--- src/pkg/irqc_pkg.sv ---
// constants shared by the prioritized interrupt controller and its leaves
// assumes an apb slave port with 32-bit data and a single 125 mhz clock
//
// Summary of operation
// - 24 vectors: 12 pin, 12 peripheral sources
// - 8 pins pick rising/falling edge, 4 both
// - vector msb at even, lsb odd address
// - vectors two bytes apart, 0008h down to 0036h
// - uart, i2c, spi, watchdog held; others pulse
// - enable instruction, return or write one sets enable
// - disable, acknowledge, write zero, reset, traps clear
// - level 3 beats level 2 beats level 1
// - same level: earliest vector wins
// - reset, watchdog, illegal trap always top priority (here watchdog only with wdt_en_r set; illegal_trap presents no vector)
// - one-cycle source pulse captured into flag
// - acknowledge clears pulse-type flag
// - writing zero clears pulse-type flag
// - acknowledge leaves held-type flag alone
// - zero write leaves held flag set while its source is active
// - enables never alter flags; flags stay readable
// - any source request sets its flag
// - enable pair: 00 off, 01/10/11 levels 1-3
// - forward request only while master enable set
`default_nettype none

package irqc_pkg;
    localparam int          NUM_SRC        = 24;
    localparam int          NUM_PERIPH     = 12;
    localparam int          NUM_PAD        = 8;
    localparam int          NUM_PORTC      = 4;
    localparam int          IDX_W          = 5;
    // register byte offsets
    localparam logic [7:0]  OFS_REQ        = 8'h00;
    localparam logic [7:0]  OFS_ENH        = 8'h04;
    localparam logic [7:0]  OFS_ENL        = 8'h08;
    localparam logic [7:0]  OFS_CTRL       = 8'h0C;
    localparam logic [7:0]  OFS_EDGE       = 8'h10;
    localparam logic [7:0]  OFS_STAT       = 8'h14;
    // control fields
    localparam int          CTRL_MIE_BIT   = 0;
    localparam int          CTRL_WDT_BIT   = 1;
    localparam logic [23:0] REQ_RST        = 24'h000000;
    localparam logic [23:0] EN_RST         = 24'h000000;
    localparam logic [7:0]  EDGE_RST       = 8'h00;
    // sources that hold their request until cleared at the source
    localparam logic [23:0] HELD_MASK      = 24'h060078;
    // vector addresses
    localparam logic [15:0] VEC_RESET      = 16'h0002;
    localparam logic [15:0] VEC_WDT        = 16'h0004;
    localparam logic [15:0] VEC_TRAP       = 16'h0006;
    localparam logic [15:0] VEC_BASE       = 16'h0008;
    localparam logic [15:0] VEC_LAST       = 16'h0036;
    localparam logic [1:0]  LVL_OFF        = 2'h0;
    localparam logic [1:0]  LVL_TOP        = 2'h3;
endpackage : irqc_pkg

`default_nettype wire

--- src/verilog/irqc_pin_edge.sv ---
// pin synchroniser and edge detector for the port-pin sources
// assumes asynchronous pin levels and a free running pclk
`default_nettype none

module irqc_pin_edge #(
    parameter int W = 8
) (
    input  wire logic         pclk,
    input  wire logic         presetn,
    input  wire logic [W-1:0] pin,
    input  wire logic [W-1:0] rise_en,
    input  wire logic [W-1:0] fall_en,
    output logic      [W-1:0] pulse
);
    logic [W-1:0] s1_r;
    logic [W-1:0] s2_r;
    logic [W-1:0] s3_r;

    always_ff @(posedge pclk or negedge presetn) begin
        if (!presetn) begin
            s1_r <= '0;
            s2_r <= '0;
            s3_r <= '0;
        end else begin
            s1_r <= pin;
            s2_r <= s1_r;
            s3_r <= s2_r;
        end
    end

    // one pulse per settled change in an enabled direction, exactly one pclk long
    genvar i;
    generate
        for (i = 0; i < W; i++) begin : g_edge
            assign pulse[i] = (rise_en[i] & s2_r[i] & ~s3_r[i])
                            | (fall_en[i] & ~s2_r[i] & s3_r[i]);
        end
    endgenerate
endmodule : irqc_pin_edge

`default_nettype wire

--- src/verilog/irqc_arbiter.sv ---
// combinational arbiter: highest level, then lowest source index
// assumes index 0 is the earliest vector in the fixed ordering
`default_nettype none

module irqc_arbiter
    import irqc_pkg::*;
(
    input  wire logic [NUM_SRC-1:0] pend,
    input  wire logic [NUM_SRC-1:0] en_hi,
    input  wire logic [NUM_SRC-1:0] en_lo,
    output logic                    win_valid,
    output logic      [IDX_W-1:0]   win_idx
);
    logic [1:0] best_lvl;
    logic [1:0] lvl;

    // scan downward so that on equal level the lower index wins
    always_comb begin
        best_lvl  = LVL_OFF;
        win_idx   = '0;
        lvl       = LVL_OFF;
        for (int i = NUM_SRC - 1; i >= 0; i--) begin
            lvl = {en_hi[i], en_lo[i]};
            if (pend[i] && lvl != LVL_OFF && lvl >= best_lvl) begin
                best_lvl = lvl;
                win_idx  = IDX_W'(i);
            end
        end
        win_valid = (best_lvl != LVL_OFF);
    end
endmodule : irqc_arbiter

`default_nettype wire

--- src/verilog/prioritized_interrupt_controller.sv ---
// vectored interrupt controller with apb register access
// assumes the core pulses its instruction strobes and irq_ack for one pclk
`default_nettype none

module prioritized_interrupt_controller
    import irqc_pkg::*;
#(
    parameter int ADDR_W = 8
) (
    input  wire logic                  pclk,
    input  wire logic                  presetn,
    input  wire logic                  psel,
    input  wire logic                  penable,
    input  wire logic                  pwrite,
    input  wire logic [ADDR_W-1:0]     paddr,
    input  wire logic [31:0]           pwdata,
    output logic      [31:0]           prdata,
    output logic                       pready,
    output logic                       pslverr,
    input  wire logic [NUM_PERIPH-1:0] periph_irq,
    input  wire logic [NUM_PAD-1:0]    pad_pin,
    input  wire logic [NUM_PORTC-1:0]  portc_pin,
    input  wire logic                  wdt_irq,
    input  wire logic                  enable_irq_instruction,
    input  wire logic                  disable_irq_instruction,
    input  wire logic                  return_from_irq_instruction,
    input  wire logic                  trap_exec,
    input  wire logic                  illegal_trap,
    input  wire logic                  irq_ack,
    output logic                       irq_req,
    output logic      [15:0]           irq_vector,
    output logic                       master_irq_enable
);

    ////////////////////////////////////////////////////////////////////////
    // state

    logic [NUM_SRC-1:0] req_r;
    logic [NUM_SRC-1:0] req_nxt;
    logic [NUM_SRC-1:0] enh_r;
    logic [NUM_SRC-1:0] enl_r;
    logic [NUM_PAD-1:0] edge_r;
    logic               mie_r;
    logic               mie_nxt;
    logic               wdt_en_r;
    logic               irq_req_r;
    logic [15:0]        vec_r;
    logic               vec_wdt_r;
    logic [IDX_W-1:0]   vec_idx_r;
    logic [31:0]        prdata_r;
    logic               pready_r;
    logic               pslverr_r;

    logic [NUM_SRC-1:0]   src_set;
    logic [NUM_PAD-1:0]   pad_pulse;
    logic [NUM_PORTC-1:0] portc_pulse;
    logic                 win_valid;
    logic [IDX_W-1:0]     win_idx;
    logic                 wr_en;
    logic                 ack_take;
    logic [7:0]           addr8;
    logic                 addr_hit;

    assign prdata            = prdata_r;
    assign pready            = pready_r;
    assign pslverr           = pslverr_r;
    assign irq_req           = irq_req_r;
    assign irq_vector        = vec_r;
    assign master_irq_enable = mie_r;

    ////////////////////////////////////////////////////////////////////////
    // source collection

    irqc_pin_edge #(
        .W (NUM_PAD)
    ) u_pad_edge (
        .pclk    (pclk),
        .presetn (presetn),
        .pin     (pad_pin),
        .rise_en (~edge_r),
        .fall_en (edge_r),
        .pulse   (pad_pulse)
    );

    irqc_pin_edge #(
        .W (NUM_PORTC)
    ) u_portc_edge (
        .pclk    (pclk),
        .presetn (presetn),
        .pin     (portc_pin),
        .rise_en ({NUM_PORTC{1'b1}}),
        .fall_en ({NUM_PORTC{1'b1}}),
        .pulse   (portc_pulse)
    );

    // index order follows vector order: index 0 sits at the base vector
    genvar k;
    generate
        for (k = 0; k < NUM_PAD; k++) begin : g_pad_map
            assign src_set[8 + k] = pad_pulse[NUM_PAD - 1 - k];
        end
        for (k = 0; k < NUM_PORTC; k++) begin : g_portc_map
            assign src_set[20 + k] = portc_pulse[NUM_PORTC - 1 - k];
        end
        for (k = 0; k < 8; k++) begin : g_per_lo
            assign src_set[k] = periph_irq[k];
        end
        for (k = 0; k < 4; k++) begin : g_per_hi
            assign src_set[16 + k] = periph_irq[8 + k];
        end
    endgenerate

    ////////////////////////////////////////////////////////////////////////
    // apb slave: one wait state, write commits on the pready edge

    assign addr8    = 8'(paddr);
    assign wr_en    = psel & penable & pready_r & pwrite;
    assign addr_hit = (addr8 == OFS_REQ)  || (addr8 == OFS_ENH)
                   || (addr8 == OFS_ENL)  || (addr8 == OFS_CTRL)
                   || (addr8 == OFS_EDGE) || (addr8 == OFS_STAT);

    always_ff @(posedge pclk or negedge presetn) begin
        if (!presetn) begin
            pready_r  <= 1'b0;
            pslverr_r <= 1'b0;
            prdata_r  <= 32'h00000000;
        end else begin
            pready_r  <= psel & penable & ~pready_r;
            pslverr_r <= psel & penable & ~pready_r & ~addr_hit;
            if (psel && penable && !pready_r && !pwrite) begin
                case (addr8)
                    OFS_REQ:  prdata_r <= {8'h00, req_r};
                    OFS_ENH:  prdata_r <= {8'h00, enh_r};
                    OFS_ENL:  prdata_r <= {8'h00, enl_r};
                    OFS_CTRL: prdata_r <= {30'h00000000, wdt_en_r, mie_r};
                    OFS_EDGE: prdata_r <= {24'h000000, edge_r};
                    OFS_STAT: prdata_r <= {irq_req_r, 10'h000, vec_idx_r,
                                           vec_r};
                    default:  prdata_r <= 32'h00000000;
                endcase
            end
        end
    end

    always_ff @(posedge pclk or negedge presetn) begin
        if (!presetn) begin
            enh_r    <= EN_RST;
            enl_r    <= EN_RST;
            edge_r   <= EDGE_RST;
            wdt_en_r <= 1'b0;
        end else if (wr_en) begin
            if (addr8 == OFS_ENH)
                enh_r <= pwdata[NUM_SRC-1:0];
            if (addr8 == OFS_ENL)
                enl_r <= pwdata[NUM_SRC-1:0];
            if (addr8 == OFS_EDGE)
                edge_r <= pwdata[NUM_PAD-1:0];
            if (addr8 == OFS_CTRL)
                wdt_en_r <= pwdata[CTRL_WDT_BIT];
        end
    end

    ////////////////////////////////////////////////////////////////////////
    // request flags

    assign ack_take = irq_ack & irq_req_r;

    // enables play no part here, so polled operation sees raw flags
    always_comb begin
        req_nxt = req_r;
        if (wr_en && addr8 == OFS_REQ)
            req_nxt = req_nxt & pwdata[NUM_SRC-1:0];
        if (ack_take && !vec_wdt_r && !HELD_MASK[vec_idx_r])
            req_nxt[vec_idx_r] = 1'b0;
        req_nxt = req_nxt | src_set;
    end

    always_ff @(posedge pclk or negedge presetn) begin
        if (!presetn)
            req_r <= REQ_RST;
        else
            req_r <= req_nxt;
    end

    ////////////////////////////////////////////////////////////////////////
    // master enable: any clear event wins over a same-cycle set

    always_comb begin
        mie_nxt = mie_r;
        if (enable_irq_instruction || return_from_irq_instruction)
            mie_nxt = 1'b1;
        if (wr_en && addr8 == OFS_CTRL)
            mie_nxt = pwdata[CTRL_MIE_BIT];
        if (disable_irq_instruction || ack_take || trap_exec
            || illegal_trap)
            mie_nxt = 1'b0;
    end

    always_ff @(posedge pclk or negedge presetn) begin
        if (!presetn)
            mie_r <= 1'b0;
        else
            mie_r <= mie_nxt;
    end

    ////////////////////////////////////////////////////////////////////////
    // arbitration and vector presentation

    irqc_arbiter u_arb (
        .pend      (req_r),
        .en_hi     (enh_r),
        .en_lo     (enl_r),
        .win_valid (win_valid),
        .win_idx   (win_idx)
    );

    // the watchdog outranks every programmed level when enabled
    always_ff @(posedge pclk or negedge presetn) begin
        if (!presetn) begin
            irq_req_r <= 1'b0;
            vec_r     <= VEC_RESET;
            vec_wdt_r <= 1'b0;
            vec_idx_r <= '0;
        end else begin
            irq_req_r <= mie_nxt & ~ack_take
                       & ((wdt_en_r & wdt_irq) | win_valid);
            if (wdt_en_r && wdt_irq) begin
                vec_r     <= VEC_WDT;
                vec_wdt_r <= 1'b1;
            end else if (win_valid) begin
                // low bit stays zero: msb byte at the even address
                vec_r     <= VEC_BASE + {10'h000, win_idx, 1'b0};
                vec_wdt_r <= 1'b0;
                vec_idx_r <= win_idx;
            end
        end
    end

    ////////////////////////////////////////////////////////////////////////
    // checks

    chk_req_gated: assert property (
        @(posedge pclk) disable iff (!presetn)
        irq_req_r |-> $past(mie_nxt))
        else $error("request raised while master enable was clear");

    chk_ack_clears: assert property (
        @(posedge pclk) disable iff (!presetn)
        ack_take |=> !mie_r && !irq_req_r)
        else $error("acknowledge did not drop master enable");

    chk_enable_sets: assert property (
        @(posedge pclk) disable iff (!presetn)
        (enable_irq_instruction && !disable_irq_instruction && !trap_exec
         && !illegal_trap && !ack_take && !wr_en) |=> mie_r)
        else $error("enable instruction did not set master enable");

    chk_pulse_set: assert property (
        @(posedge pclk) disable iff (!presetn)
        src_set[3] |=> req_r[3])
        else $error("source request was not captured");

    chk_pulse_ack: assert property (
        @(posedge pclk) disable iff (!presetn)
        (ack_take && !vec_wdt_r && vec_idx_r == 5'd0 && !src_set[0])
        |=> !req_r[0])
        else $error("pulse flag survived acknowledge");

    chk_held_ack: assert property (
        @(posedge pclk) disable iff (!presetn)
        (ack_take && vec_idx_r == 5'd3 && req_r[3]
         && !(wr_en && addr8 == OFS_REQ)) |=> req_r[3])
        else $error("held flag cleared by acknowledge");

    chk_zero_write: assert property (
        @(posedge pclk) disable iff (!presetn)
        (wr_en && addr8 == OFS_REQ && !pwdata[7] && !src_set[7])
        |=> !req_r[7])
        else $error("zero write left pulse flag set");

    chk_held_reset: assert property (
        @(posedge pclk) disable iff (!presetn)
        (wr_en && addr8 == OFS_REQ && !pwdata[4] && !src_set[4])
        ##1 src_set[4] |=> req_r[4])
        else $error("held flag not set again after clear");

    chk_wdt_top: assert property (
        @(posedge pclk) disable iff (!presetn)
        (wdt_en_r && wdt_irq) |=> vec_r == VEC_WDT)
        else $error("watchdog did not take the vector");

    chk_vec_range: assert property (
        @(posedge pclk) disable iff (!presetn)
        (irq_req_r && !vec_wdt_r) |-> (vec_r >= VEC_BASE
            && vec_r <= VEC_LAST && !vec_r[0]))
        else $error("vector address outside table");

    chk_apb_wait: assert property (
        @(posedge pclk) disable iff (!presetn)
        (psel && penable && !pready_r) |=> pready_r)
        else $error("apb slave missed its answer cycle");

    chk_return_sets: assert property (
        @(posedge pclk) disable iff (!presetn)
        (return_from_irq_instruction && !disable_irq_instruction
         && !trap_exec && !illegal_trap && !ack_take && !wr_en) |=> mie_r)
        else $error("return instruction did not set master enable");

    chk_trap_clears: assert property (
        @(posedge pclk) disable iff (!presetn)
        (disable_irq_instruction || trap_exec || illegal_trap) |=> !mie_r)
        else $error("clear event left master enable set");

    chk_vec_even: assert property (
        @(posedge pclk) disable iff (!presetn)
        !vec_r[0])
        else $error("vector address is odd");

    chk_flags_steady: assert property (
        @(posedge pclk) disable iff (!presetn)
        (src_set == '0 && !ack_take && !(wr_en && addr8 == OFS_REQ))
        |=> req_r == $past(req_r))
        else $error("request flags changed with no cause");

    chk_disabled_quiet: assert property (
        @(posedge pclk) disable iff (!presetn)
        ((enh_r | enl_r) == '0 && !(wdt_en_r && wdt_irq)) |=> !irq_req_r)
        else $error("request raised with every source disabled");

    chk_err_ready: assert property (
        @(posedge pclk) disable iff (!presetn)
        pslverr_r |-> pready_r)
        else $error("slave error raised without ready");

    chk_ready_pulse: assert property (
        @(posedge pclk) disable iff (!presetn)
        pready_r |=> !pready_r)
        else $error("apb ready held longer than one cycle");

endmodule : prioritized_interrupt_controller

`default_nettype wire

--- config.mk ---
export PLATFORM = sky130hd
export DESIGN_NAME = prioritized_interrupt_controller
export DESIGN_NICKNAME = d
export VERILOG_FILES = /design/src/pkg/irqc_pkg.sv /design/src/verilog/irqc_pin_edge.sv /design/src/verilog/irqc_arbiter.sv /design/src/verilog/prioritized_interrupt_controller.sv
export SDC_FILE = /design/constraint.sdc
export NUM_CORES = 1
export LEC_CHECK = 0
export BUFFER_PORTS_ARGS = -buffer_cell sky130_fd_sc_hd__buf_2
export CAP_MARGIN = 20
export CORE_ASPECT_RATIO = 1.75
export CORE_MARGIN = 2
export CORE_UTILIZATION = 50
export CTS_CLUSTER_DIAMETER = 30
export DETAILED_ROUTE_END_ITERATION = 8
export PLACE_DENSITY = 0.74
export SLEW_MARGIN = 20
export SYNTH_ARGS = -nofsm -noshare
export SYNTH_HDL_FRONTEND = slang
export SYNTH_HIERARCHICAL = 1
export SYNTH_SLANG_ARGS = --single-unit
--- constraint.sdc ---
create_clock -name pclk -period 24.6 [get_ports pclk]
set_clock_uncertainty 0.1 [all_clocks]
set_input_delay 3.69 -clock pclk [delete_from_list [all_inputs] [get_ports pclk]]
set_output_delay 3.69 -clock pclk [all_outputs]
set_load 0.005 [all_outputs]
==> run metrics <==
Netlist Area Pre-Place=between 9000 and 10,000 um2; pwr dens=roughly 53 nW/um2; Vias/cell=around 6.0; first-pass GRT wire length=44.7 mm; via count=between 8,000 and 9,000; RSZ-0062 raised after global routing=true; core box area=between 15,000 and 20,000 um2; routability congestion estimate=about 0.9; CTS buffer count=17; row cnt=65; final WL=around 30 mm; largest net degree at the start of global routing=98; Layout area overhead=36.6%; Hold WS=around 250 ps; root buf cell=clkbuf_16; Antenna Nets Post-Route=0; Nets=roughly 1,300; final worst slack=-1710 ps; dpl hpwl=roughly 20 mm; fraction of layout cells with a size suffix above 1=0.434; Max-Cap Viols=0; status=finished, violations left; Slew @ Worst Pin=935 ps; Longest Clk Path Bufs=2; register bit count reported by yosys=approximately 160; dpl cell area=10,700 um2; # diodes=0; VDD IR max=roughly 52 uV; clock slew at reported path FFs=around 70 ps; gr ovfl total=0; cts hold-fix bufs=0; Post-Route Setup TNS=-17,980 ps; Final Util=0.692; Clk Latency, worst-skew pair=around 450 ps; post-synth top area cell=dfrtp_1; Final Max Slew Viols=0; Setup Viol. Count Final=13; H-tree Lvls=4; main flop type after synthesis=dfrtp_1; cell count after synthesis=approximately 890; CP Class=reg2reg; Detailed Route Iter0 Violations=633; Critical Path AT=26,590 ps; die area=approximately 19,000 um2; RR Startpoint=enh_r[23]; Finished Cell Area=between 10,000 and 15,000 um2; biggest cell delay along the critical path=roughly 550 ps; failing checks=setup timing; Fillers=1,317; Cells after DPL=roughly 1,300; Final Power=about 0.66 mW; EDFF count, synth=0; Worst Path Max Fanout=3; Max-slew headroom=0.372; Die H=183 um; vias in the first global route=8,525; hold path start=u_pad_edge/s1_r[7]; Synth area leaders=dfrtp_1 (43%), mux2_2 (6.4%), ha_1 (4.3%); Multi-input gate area=5610 um2; # DRC=0; Worst EP required=24,880 ps; post-synthesis average cell area=around 10 um2; final hold vios=0; initial antenna violation count=0; pre-CTS WS=-1420 ps; drt first pass iters=5; Reg area=about 4000 um2; synth cell count leaders=dfrtp_1 (157), nand2_1 (90), mux2_2 (52); Die X=between 100 and 150 um; WL/cell=roughly 21 um; top-area cell type share of the netlist area=0.431; clk sinks=approximately 160; Critical Path Source=enh_r[23]; Total GRT Usage=0.305; top-count cell post-synth=dfrtp_1; Cell variety after synth=87; Yosys warnings=6; fmax=between 30 and 40 MHz; crit share post-route=1.07; Leakage=about 6 nW; Seq/Total Area, Yosys=0.434; most used cell, CP=nand2b_4; CP Capture Type=register; IO Port Bufs=102; Critical Path Slowest Stage Cell=or4_4; Non-Filler Instances=1,404; fin crit period=between 20,000 and 30,000 ps; min-delay worst type=reg2reg; IO Count=128; CTS tree=built; asr flop ratio synth=1.00; Startpoint Class=register; Initial Util=0.507
[critical path: cells and delay by family, from the launching register on]
family	cells	cell delay [ps]
buf+inv	18	1890
mux	3	980
compound gates	56	9310
fa+ha+maj	23	5710
simple gates	54	7690
xor+xnor	1	100
flops	1	370
[sequential cells by signal (all words and copies together), names as in the netlist]
register           cells
vec_wdt_r              1
edge_r                 8
pready                 1
enh_r                 24
u_pad_edge/s1_r        8
master_irq_enable      1
u_pad_edge/s2_r        8
irq_vector             6
u_portc_edge/s1_r      4
vec_idx_r              5
u_pad_edge/s3_r        8
u_portc_edge/s2_r      4
u_portc_edge/s3_r      4
req_r                 24
wdt_en_r               1
irq_req                1
prdata                25
enl_r                 24
pslverr                1
[final cells by class]
type / count / area share
Clock buffer: 17 / 0.0342
Clock inverter: 15 / 0.0148
Inverter: 51 / 0.0156
Multi-Input combinational cell: 664 / 0.451
Sequential cell: 158 / 0.318
Tap cell: 234 / 0.0235
Timing Repair Buffer: 265 / 0.143
[kinds of logic after synthesis]
kind of cell    synth area share
buf+inv                   0.0508
xor+xnor                0.000962
other cells             0.000825
flops                      0.434
compound gates             0.179
simple gates               0.173
mux                        0.117
fa+ha+maj                 0.0437
[final timing paths]
kind / cells past startpoint / slack, ps / to
worst max register to register: 155 / -1710 / irq_vector[5]
min in group asynchronous: 1 / 3230 / u_pad_edge/s3_r[1]
worst min-delay path: 0 / 250 / u_pad_edge/s2_r[7]
worst max-delay path: 155 / -1710 / irq_vector[5]
max in group asynchronous: 2 / 19800 / enl_r[13]
worst min register to register: 0 / 250 / u_pad_edge/s2_r[7]
[metal layers]
metal	vias up	GRT usage	part of all wire
li1	3780	-	-
met5	-	0	0
met4	0	0.198	0.066
met3	136	0.0539	0.053
met2	397	0.565	0.54
met1	4159	0.309	0.34
[where the power goes]
group | internal [mW] | switching, mW | total, mW
logic | 0.0439 | 0.0547 | 0.0987
clock network | 0.161 | 0.118 | 0.279
registers | 0.269 | 0.0104 | 0.280
total | 0.474 | 0.183 | 0.658
[cells in the final DEF (no fill, tap or decap), drive strengths merged, types with 16 or more instances in the layout]
master	instances
dfrtp	157
a21oi	33
conb	25
o21ai	42
nor2	42
ha	31
mux2	62
inv	56
nand2	90
buf	265
o221ai	20
clkbuf	17
nand3	19
a21o	16
nand2b	46
mux2i	23
[repair_timing]
item | CTS | global route
gates resized for setup | 33 | 60
setup buffers | 60 | 26
gates cloned | 1 | 0
endpoints found under the setup margin | 13 | 13
pin swaps | 37 | 83
(Power assumes the default switching activity.)
